**config.mk**
```make
export PLATFORM = sky130hd
export DESIGN_NAME = crcc_top
export DESIGN_NICKNAME = d
export VERILOG_FILES = /design/src/include/crcc_pkg.sv /design/src/include/crcc_mem_if.sv /design/src/crcc_fifo_mem.sv /design/src/crcc_top.sv
export SDC_FILE = /design/constraint.sdc
export NUM_CORES = 2
export LEC_CHECK = 0
export BUFFER_PORTS_ARGS = -buffer_cell sky130_fd_sc_hd__buf_2
export CELL_PAD_IN_SITES_DETAIL_PLACEMENT = 0
export CELL_PAD_IN_SITES_GLOBAL_PLACEMENT = 2
export CORE_MARGIN = 2
export CORE_UTILIZATION = 48
export CTS_CLUSTER_SIZE = 12
export DETAILED_ROUTE_END_ITERATION = 16
export PLACE_DENSITY = 0.87
export SETUP_SLACK_MARGIN = 0.4
export SYNTH_ARGS = -nofsm -noshare
export SYNTH_HDL_FRONTEND = slang
export SYNTH_HIERARCHICAL = 1
export SYNTH_SLANG_ARGS = --single-unit
```
**constraint.sdc**
```tcl
create_clock -name clk -period 34.5 [get_ports clk]
set_clock_uncertainty 0.05 [all_clocks]
set_input_delay 5.175 -clock clk [delete_from_list [all_inputs] [get_ports clk]]
set_output_delay 5.175 -clock clk [all_outputs]
set_load 0.1 [all_outputs]
```
**src/include/crcc_pkg.sv**
```systemverilog
package crcc_pkg;

	// ----------------------------------------------------------------
	// register offsets (byte addresses)
	// ----------------------------------------------------------------
	localparam logic [7:0] ADDR_CON1     = 8'h00;
	localparam logic [7:0] ADDR_CON2     = 8'h04;
	localparam logic [7:0] ADDR_POLY     = 8'h08;
	localparam logic [7:0] ADDR_DATA     = 8'h0c;
	localparam logic [7:0] ADDR_RESULT   = 8'h10;
	localparam logic [7:0] ADDR_IRQ_STAT = 8'h14;
	localparam logic [7:0] ADDR_IRQ_MASK = 8'h18;

	// ----------------------------------------------------------------
	// field positions
	// ----------------------------------------------------------------
	localparam int EN_BIT    = 15;
	localparam int SIDL_BIT  = 13;
	localparam int VW_LSB    = 8;
	localparam int FULL_BIT  = 7;
	localparam int EMPTY_BIT = 6;
	localparam int ISEL_BIT  = 5;
	localparam int GO_BIT    = 4;
	localparam int LSBF_BIT  = 3;
	localparam int DW_LSB    = 8;
	localparam int POLY_LENGTH_FIELD_LSB  = 0;
	localparam int STAT_CRC  = 0;
	localparam int STAT_FULL = 1;

	// ----------------------------------------------------------------
	// values after reset, depths, answers
	// ----------------------------------------------------------------
	localparam logic [31:0] WORD_RST    = 32'h0000_0000;
	localparam logic [4:0]  FIELD_RST   = 5'h00;
	localparam logic [1:0]  STAT_RST    = 2'h0;
	localparam logic [4:0]  DEPTH_WIDE  = 5'h04;
	localparam logic [4:0]  DEPTH_MID   = 5'h08;
	localparam logic [4:0]  DEPTH_NARR  = 5'h10;
	localparam logic [4:0]  DW_MID_MIN  = 5'h08;
	localparam logic [4:0]  DW_WIDE_MIN = 5'h10;
	localparam logic [1:0]  RESP_OKAY   = 2'h0;
	localparam logic [1:0]  RESP_SLVERR = 2'h2;

	typedef enum logic [2:0]
	{
		CRCC_IDLE  = 3'b001,
		CRCC_LOAD  = 3'b010,
		CRCC_SHIFT = 3'b100
	} crcc_fsm_e;

endpackage

```
**src/include/crcc_mem_if.sv**
```systemverilog
`timescale 1ns/1ps
interface crcc_mem_if;
	logic        we;
	logic [3:0]  waddr;
	logic [31:0] wdata;
	logic        re;
	logic [3:0]  raddr;
	logic [31:0] rdata;

	modport ctl (output we, waddr, wdata, re, raddr, input rdata);
	modport mem (input we, waddr, wdata, re, raddr, output rdata);
endinterface

```
**src/crcc_fifo_mem.sv**
```systemverilog
`timescale 1ns/1ps
module crcc_fifo_mem
(
	input  wire logic   clk,    // system clock
	input  wire logic   sys_rst, // async reset, high
	crcc_mem_if.mem     mp      // fifo storage port
);
	typedef struct packed
	{
		logic [15:0][31:0] word;
		logic [31:0]       rdata;
	} crcc_mem_s;

	crcc_mem_s s;
	crcc_mem_s n;

	assign mp.rdata = s.rdata;

	always_comb
	begin
		n = s;
		if (mp.we)
			n.word[mp.waddr] = mp.wdata;
		// read data holds between reads so a stalled load keeps it
		if (mp.re)
			n.rdata = s.word[mp.raddr];
	end

	always_ff @(posedge clk or posedge sys_rst)
	begin
		if (sys_rst)
			s <= '0;
		else
			s <= n;
	end
endmodule

```
**src/crcc_top.sv**
```systemverilog
`timescale 1ns/1ps
module crcc_top
(
	input  wire logic        clk,            // 40 MHz system clock
	input  wire logic        sys_rst,        // async reset, high
	input  wire logic        idle_mode,      // device idle pin
	input  wire logic [7:0]  s_axi_awaddr,   // write address
	input  wire logic        s_axi_awvalid,  // write address valid
	output logic             s_axi_awready,  // write address ready
	input  wire logic [31:0] s_axi_wdata,    // write data
	input  wire logic [3:0]  s_axi_wstrb,    // byte strobes
	input  wire logic        s_axi_wvalid,   // write data valid
	output logic             s_axi_wready,   // write data ready
	output logic [1:0]       s_axi_bresp,    // write response
	output logic             s_axi_bvalid,   // write response valid
	input  wire logic        s_axi_bready,   // write response ready
	input  wire logic [7:0]  s_axi_araddr,   // read address
	input  wire logic        s_axi_arvalid,  // read address valid
	output logic             s_axi_arready,  // read address ready
	output logic [31:0]      s_axi_rdata,    // read data
	output logic [1:0]       s_axi_rresp,    // read response
	output logic             s_axi_rvalid,   // read data valid
	input  wire logic        s_axi_rready,   // read data ready
	output logic             irq             // level interrupt
);
	typedef struct packed
	{
		logic                awready;
		logic                wready;
		logic                bvalid;
		logic [1:0]          bresp;
		logic                arready;
		logic                rvalid;
		logic [31:0]         rdata;
		logic [1:0]          rresp;
		logic                irq;
		logic                idle_s1;
		logic                idle_s2;
		logic                en;
		logic                sidl;
		logic                isel;
		logic                go;
		logic                lsbf;
		logic [4:0]          data_width_field;
		logic [4:0]          poly_length_field;
		logic [31:0]         poly;
		logic [31:0]         hold;
		logic [31:0]         crc;
		logic [31:0]         word;
		logic [5:0]          done;
		logic [4:0]          count;
		logic [3:0]          wr_ptr;
		logic [3:0]          rd_ptr;
		crcc_pkg::crcc_fsm_e fsm;
		logic [1:0]          stat;
		logic [1:0]          mask;
	} crcc_top_s;

	crcc_top_s s;
	crcc_top_s next_s;

	crcc_mem_if mi();

	crcc_fifo_mem crcc_fifo_mem_inst
	(
		.clk     (clk),
		.sys_rst (sys_rst),
		.mp      (mi.mem)
	);

	assign s_axi_awready = s.awready;
	assign s_axi_wready  = s.wready;
	assign s_axi_bvalid  = s.bvalid;
	assign s_axi_bresp   = s.bresp;
	assign s_axi_arready = s.arready;
	assign s_axi_rvalid  = s.rvalid;
	assign s_axi_rdata   = s.rdata;
	assign s_axi_rresp   = s.rresp;
	assign irq           = s.irq;

	// ----------------------------------------------------------------
	// helpers
	// ----------------------------------------------------------------
	function automatic logic [31:0] crcc_merge(logic [31:0] old, logic [31:0] val,
		logic [3:0] strb);
		logic [31:0] r;
		r = old;
		for (int i = 0; i < 4; i++)
			if (strb[i])
				r[i*8 +: 8] = val[i*8 +: 8];
		return r;
	endfunction

	// one serial crc step; top term is implied, x0 always taps
	function automatic logic [31:0] crcc_step(logic [31:0] c, logic b,
		logic [31:0] poly, logic [4:0] poly_length_field);
		logic        fb;
		logic [31:0] r;
		fb = b ^ c[poly_length_field];
		r  = {c[30:0], 1'b0};
		if (fb)
			r = r ^ (poly | 32'h0000_0001);
		return r & (32'hffff_ffff >> (5'h1f - poly_length_field));
	endfunction

	// ----------------------------------------------------------------
	// next state
	// ----------------------------------------------------------------
	logic        run;
	logic        push;
	logic        pop;
	logic        hw_clr;
	logic        wr_take;
	logic        rd_take;
	logic        en_rise;
	logic [4:0]  depth;
	logic [5:0]  left;
	logic [4:0]  idx0;
	logic [4:0]  idx1;
	logic [31:0] crc_t;
	logic [31:0] wmerge;
	logic [15:0] con1_rd;

	always_comb
	begin
		next_s  = s;
		push    = 1'b0;
		pop     = 1'b0;
		hw_clr  = 1'b0;
		en_rise = 1'b0;
		crc_t   = s.crc;
		wmerge  = crcc_merge(s.hold, s_axi_wdata, s_axi_wstrb);
		next_s.idle_s1 = idle_mode;
		next_s.idle_s2 = s.idle_s1;
		run = s.en && !(s.sidl && s.idle_s2);
		if (s.data_width_field >= crcc_pkg::DW_WIDE_MIN)
			depth = crcc_pkg::DEPTH_WIDE;
		else if (s.data_width_field >= crcc_pkg::DW_MID_MIN)
			depth = crcc_pkg::DEPTH_MID;
		else
			depth = crcc_pkg::DEPTH_NARR;
		left = 6'({1'b0, s.data_width_field} + 6'h01 - s.done);
		idx0 = s.lsbf ? s.done[4:0] : 5'(s.data_width_field - s.done[4:0]);
		idx1 = s.lsbf ? 5'(s.done[4:0] + 5'h01) : 5'(s.data_width_field - s.done[4:0] - 5'h01);

		// serial shifter; halts with start low or idle stop
		case (s.fsm)
			crcc_pkg::CRCC_IDLE:
			begin
				if (run && s.go && s.count != 5'h00)
				begin
					pop        = 1'b1;
					next_s.fsm = crcc_pkg::CRCC_LOAD;
				end
			end
			crcc_pkg::CRCC_LOAD:
			begin
				if (run)
				begin
					next_s.word = mi.rdata;
					next_s.done = 6'h00;
					next_s.fsm  = crcc_pkg::CRCC_SHIFT;
				end
			end
			crcc_pkg::CRCC_SHIFT:
			begin
				if (run && s.go)
				begin
					crc_t = crcc_step(s.crc, s.word[idx0], s.poly, s.poly_length_field);
					if (left >= 6'h02)
						crc_t = crcc_step(crc_t, s.word[idx1], s.poly, s.poly_length_field);
					next_s.crc  = crc_t;
					next_s.done = 6'(s.done + 6'h02);
					if (left <= 6'h02)
					begin
						if (s.count != 5'h00)
						begin
							pop        = 1'b1;
							next_s.fsm = crcc_pkg::CRCC_LOAD;
						end
						else
						begin
							next_s.fsm = crcc_pkg::CRCC_IDLE;
							next_s.go  = 1'b0;
							hw_clr     = 1'b1;
						end
					end
				end
			end
			default:
				next_s.fsm = crcc_pkg::CRCC_IDLE;
		endcase

		// ------------------------------------------------------------
		// bus write
		// ------------------------------------------------------------
		wr_take = s_axi_awvalid && s_axi_wvalid && !s.bvalid && !s.awready;
		next_s.awready = wr_take;
		next_s.wready  = wr_take;
		if (s.bvalid && s_axi_bready)
			next_s.bvalid = 1'b0;
		if (wr_take)
		begin
			next_s.bvalid = 1'b1;
			next_s.bresp  = crcc_pkg::RESP_OKAY;
			if (s_axi_awaddr == crcc_pkg::ADDR_CON1)
			begin
				// count and flags are not writable
				if (s_axi_wstrb[1])
				begin
					next_s.en   = s_axi_wdata[crcc_pkg::EN_BIT];
					next_s.sidl = s_axi_wdata[crcc_pkg::SIDL_BIT];
					en_rise     = s_axi_wdata[crcc_pkg::EN_BIT] && !s.en;
				end
				if (s_axi_wstrb[0])
				begin
					next_s.isel = s_axi_wdata[crcc_pkg::ISEL_BIT];
					next_s.go   = s_axi_wdata[crcc_pkg::GO_BIT];
					next_s.lsbf = s_axi_wdata[crcc_pkg::LSBF_BIT];
				end
			end
			else if (s_axi_awaddr == crcc_pkg::ADDR_CON2)
			begin
				if (s_axi_wstrb[1])
					next_s.data_width_field = s_axi_wdata[crcc_pkg::DW_LSB +: 5];
				if (s_axi_wstrb[0])
					next_s.poly_length_field = s_axi_wdata[crcc_pkg::POLY_LENGTH_FIELD_LSB +: 5];
			end
			else if (s_axi_awaddr == crcc_pkg::ADDR_POLY)
				next_s.poly = crcc_merge(s.poly, s_axi_wdata, s_axi_wstrb);
			else if (s_axi_awaddr == crcc_pkg::ADDR_DATA)
			begin
				next_s.hold = wmerge;
				// the byte holding the word's top bit completes it
				if (s_axi_wstrb[s.data_width_field[4:3]] && s.en && s.count < depth)
					push = 1'b1;
			end
			else if (s_axi_awaddr == crcc_pkg::ADDR_RESULT)
				next_s.crc = crcc_merge(s.crc, s_axi_wdata, s_axi_wstrb);
			else if (s_axi_awaddr == crcc_pkg::ADDR_IRQ_STAT)
				next_s.stat = s.stat & ~s_axi_wdata[1:0];
			else if (s_axi_awaddr == crcc_pkg::ADDR_IRQ_MASK)
				next_s.mask = s_axi_wdata[1:0];
			else
				next_s.bresp = crcc_pkg::RESP_SLVERR;
		end

		// ------------------------------------------------------------
		// fifo pointers and count
		// ------------------------------------------------------------
		mi.we    = push;
		mi.waddr = s.wr_ptr;
		mi.wdata = wmerge;
		mi.re    = pop;
		mi.raddr = s.rd_ptr;
		if (push)
			next_s.wr_ptr = (5'(s.wr_ptr) + 5'h01 == depth) ? 4'h0 : 4'(s.wr_ptr + 4'h1);
		if (pop)
			next_s.rd_ptr = (5'(s.rd_ptr) + 5'h01 == depth) ? 4'h0 : 4'(s.rd_ptr + 4'h1);
		next_s.count = 5'(s.count + 5'(push) - 5'(pop));

		// events set sticky bits; set wins over a same-cycle clear
		if (s.isel ? hw_clr : (pop && !push && s.count == 5'h01))
			next_s.stat[crcc_pkg::STAT_CRC] = 1'b1;
		if (next_s.count == depth && s.count != depth)
			next_s.stat[crcc_pkg::STAT_FULL] = 1'b1;

		if (en_rise)
		begin
			next_s.fsm    = crcc_pkg::CRCC_IDLE;
			next_s.wr_ptr = 4'h0;
			next_s.rd_ptr = 4'h0;
			next_s.count  = crcc_pkg::FIELD_RST;
			next_s.hold   = crcc_pkg::WORD_RST;
			next_s.word   = crcc_pkg::WORD_RST;
			next_s.crc    = crcc_pkg::WORD_RST;
			next_s.done   = 6'h00;
		end
		if (!next_s.en)
		begin
			next_s.wr_ptr = 4'h0;
			next_s.rd_ptr = 4'h0;
			next_s.count  = crcc_pkg::FIELD_RST;
			next_s.fsm    = crcc_pkg::CRCC_IDLE;
		end
		next_s.irq = |(next_s.stat & next_s.mask);

		// ------------------------------------------------------------
		// bus read
		// ------------------------------------------------------------
		con1_rd = 16'h0000;
		con1_rd[crcc_pkg::EN_BIT]        = s.en;
		con1_rd[crcc_pkg::SIDL_BIT]      = s.sidl;
		con1_rd[crcc_pkg::VW_LSB +: 5]   = s.count;
		con1_rd[crcc_pkg::FULL_BIT]      = (s.count == depth);
		con1_rd[crcc_pkg::EMPTY_BIT]     = (s.count == 5'h00);
		con1_rd[crcc_pkg::ISEL_BIT]      = s.isel;
		con1_rd[crcc_pkg::GO_BIT]        = s.go;
		con1_rd[crcc_pkg::LSBF_BIT]      = s.lsbf;
		rd_take = s_axi_arvalid && !s.rvalid && !s.arready;
		next_s.arready = rd_take;
		if (s.rvalid && s_axi_rready)
			next_s.rvalid = 1'b0;
		if (rd_take)
		begin
			next_s.rvalid = 1'b1;
			next_s.rresp  = crcc_pkg::RESP_OKAY;
			next_s.rdata  = 32'h0000_0000;
			if (s_axi_araddr == crcc_pkg::ADDR_CON1)
				next_s.rdata = {16'h0000, con1_rd};
			else if (s_axi_araddr == crcc_pkg::ADDR_CON2)
				next_s.rdata = {19'h0, s.data_width_field, 3'h0, s.poly_length_field};
			else if (s_axi_araddr == crcc_pkg::ADDR_POLY)
				next_s.rdata = s.poly;
			else if (s_axi_araddr == crcc_pkg::ADDR_DATA)
				next_s.rdata = s.hold;
			else if (s_axi_araddr == crcc_pkg::ADDR_RESULT)
				next_s.rdata = s.crc;
			else if (s_axi_araddr == crcc_pkg::ADDR_IRQ_STAT)
				next_s.rdata = {30'h0, s.stat};
			else if (s_axi_araddr == crcc_pkg::ADDR_IRQ_MASK)
				next_s.rdata = {30'h0, s.mask};
			else
				next_s.rresp = crcc_pkg::RESP_SLVERR;
		end
	end

	// ----------------------------------------------------------------
	// state register
	// ----------------------------------------------------------------
	always_ff @(posedge clk or posedge sys_rst)
	begin
		if (sys_rst)
		begin
			s     <= '0;
			s.fsm <= crcc_pkg::CRCC_IDLE;
		end
		else
			s <= next_s;
	end
endmodule

```
==> run metrics <==
status finished clean; fin crit share 0.277; Detail Route Antenna Nets 0; number of global-route vias before repair between 20000 and 30000; sequential element share of the synthesized area 0.486; via count between 20000 and 30000; core area between 80000 and 90000 sq um; final-report hold violation count 0; DP Worst Slack about 24 ns; RD Place Congestion just under 0.9; CTS Buf Count 83; DIE AREA 83000 sq um; drt via density 6.28; RSZ-0062 raised after global routing false; Yosys top cell by area dfrtp_1; fillers roughly 6800; Die Ht slightly below 300 um; Critical Path Source Type input pin; Async SR Flop Fraction 1.00; clock root buffer clkbuf_16; crit-path max FO approximately 160; first-pass GRT wire length 172 mm; H-Tree Depth 3; share of layout cells above drive strength 1 0.332; area share of the largest cell type after synthesis 0.486; antenna violations before repair 2; Overall Power between 1.5 and 2 mW; Synth Flop Type dfrtp_1; Post-synth EDFFs 0; Global Route Usage Sum 0.272; Power Density between 40 and 50 nW/um^2; Required @ worst endpoint around 35 ns; First-pass DRT Iterations 9; clock latency at the later pin of the worst-skew pair approximately 0.65 ns; largest net degree at the start of global routing between 150 and 200; flop-to-flop setup slack ~27 ns; Slew Viols, Final 0; hold_buf cts 0; Initial Util 0.483; max_cap viols 0; total global routing overflow 0; Placed Cells around 4000; area post-placement between 30000 and 40000 sq um; Syn Area/Cell around 12 sq um; Fin Setup TNS 0 ns; CTS Buffer Depth 3; worst slew pin tran between 1 and 1.5 ns; WS Path Type input pin to asynchronous set/reset pin; final setup margin 24.94 ns; clock sink count 753; non-filler instance count after layout 4205; DRC Markers 0; fin crit period around 9.6 ns; CTS-repair resized insts 0; final setup fails 0; Critical Path Sink Type asynchronous set/reset pin; critical path arrival 10.15 ns; nets roughly 3200; P_leak 19.3 nW; setup bufs post-CTS 0; die width roughly 290 um; Avg WL per Cell 26.5 um; initial DRC count 2687; Min-Delay Path Class register to register; Ys Warns 6; P&R area growth vs syn 9.32%; Netlist cell types between 90 and 100; design area roughly 42000 sq um; port bufs 99; CTS tree done; I/O pin cnt approximately 100; VDD IR max between 0.00003 and 0.00004 V; Max Clk Rate between 100 and 150 MHz; FP Rows 104; HPWL after detailed placement roughly 71 mm; leading post-synthesis cells by cell area dfrtp_1, mux2_2, mux4_2; max_slew headroom 0.160; Synth Register Bits between 700 and 800; DRT Wirelength between 100 and 150 mm; clock slew at reported path FFs 0.06 ns; Mapped Cells ~3200; mapped cell area 38700 sq um
[worst max-delay path, stage by stage]
cell and delay (ns):
buf_2 0.16, inv_8 0.42, buf_4 0.86, buf_4 0.81, buf_4 0.92, buf_12 0.63, buf_4 0.79
[cell families (layout without fill, tap and decap cells)]
logic type	after synthesis	count (layout)	synth area share
xor gates and xnor gates	66	66	0.0149
muxes	806	806	0.278
other	2	4	0.000194
adders and majority gates	26	26	0.00898
buffers and inverters	390	381	0.0493
AOI/OAI and AO/OA	540	540	0.0953
DFF	753	753	0.486
and+or+nand+nor	569	569	0.0673
[cell usage after synthesis (7+ instances only)]
cell / count
a211oi_1: 7
a21boi_0: 14
a21boi_1: 9
a21oi_1: 104
a221oi_1: 38
a222oi_1: 29
a22oi_1: 47
a31oi_1: 19
and2_1: 8
and3_1: 15
buf_1: 20
buf_2: 70
buf_4: 81
buf_6: 7
clkbuf_1: 134
dfrtp_1: 752
ha_1: 23
inv_1: 75
mux2_1: 17
mux2_2: 519
mux2_4: 31
mux2i_1: 90
mux4_2: 148
nand2_1: 228
nand2b_1: 17
nand3_1: 32
nand3b_1: 7
nand4_1: 9
nor2_1: 150
nor2b_1: 15
nor3_1: 27
nor4_1: 14
o211ai_1: 9
o21ai_0: 84
o21ai_1: 39
o22ai_1: 36
o31ai_1: 36
o41ai_1: 9
o41ai_2: 7
or3_1: 13
xnor2_1: 33
xor2_1: 33
[per-layer routing]
layer  part of all wire  global-route usage  vias to the layer above
li1                   -                   -                    11399
met1               0.44               0.380                    13906
met2               0.48               0.442                      918
met3              0.059              0.0433                      182
met4              0.025              0.0762                        2
met5           0.000090                   0                        -
[power breakdown]
part           internal, mW  leakage, nW  switching (mW)
clock network         0.526         1.35           0.371
registers             0.889         10.3         0.00681
logic                0.0197         7.70          0.0918
total                  1.43         19.3           0.470
[cell usage in the layout, fill, tap and decap left out, drive strengths merged, types with 36 or more instances in the layout]
master	n
o22ai	36
nand2	230
dfrtp	752
buf	156
inv	80
mux4	148
a21oi	107
mux2i	91
nor2	150
a221oi	38
mux2	567
a22oi	47
o21ai	123
clkbuf	127
o31ai	36
[flip-flops by register name (all words and copies together), names as in the netlist]
register,cells
crcc_fifo_mem_inst/s,512
s_axi_bvalid,1
s,151
con1_rd,10
crcc_fifo_mem_inst/mp.rdata,32
s_axi_rvalid,1
s_axi_bresp,1
mi.raddr,4
irq,1
next_s,1
mi.waddr,4
s_axi_arready,1
s_axi_rdata,32
s_axi_wready,1
s_axi_rresp,1
[final timing paths]
kind                                 startpoint                       end  depth (start not counted)
min in group asynchronous               sys_rst              s_axi_wready                          2
worst min-delay path                next_s[169]                    s[169]                          0
max in group clk                s_axi_awaddr[5]                     s[74]                         13
worst max register to register            s[21]                     s[79]                         17
worst min register to register      next_s[169]                    s[169]                          0
worst max-delay path                    sys_rst  crcc_fifo_mem_inst/s[60]                          7
[through the flow]
step | util | hold WS [ns]
after floorplan | - | 0.281
after global placement | 0.494 | 0.303
after detailed placement | 0.494 | 0.293
after CTS | 0.528 | 0.327
after global routing | 0.528 | 0.334
final | 0.528 | 0.332
[cell type report]
type                    instances  area [sq um]  share of cell area
clock buffers                 127          2460              0.0581
flip-flops and latches        753         18900               0.445
repair buffers                156           936              0.0221
well taps                    1060          1330              0.0313
clock inverters                21           325             0.00768
inverters                      77           304             0.00718
diodes                          1          2.50           0.0000591
multi-input cells            2010         18100               0.428
No activity file was read; power rests on OpenSTA's default activity.
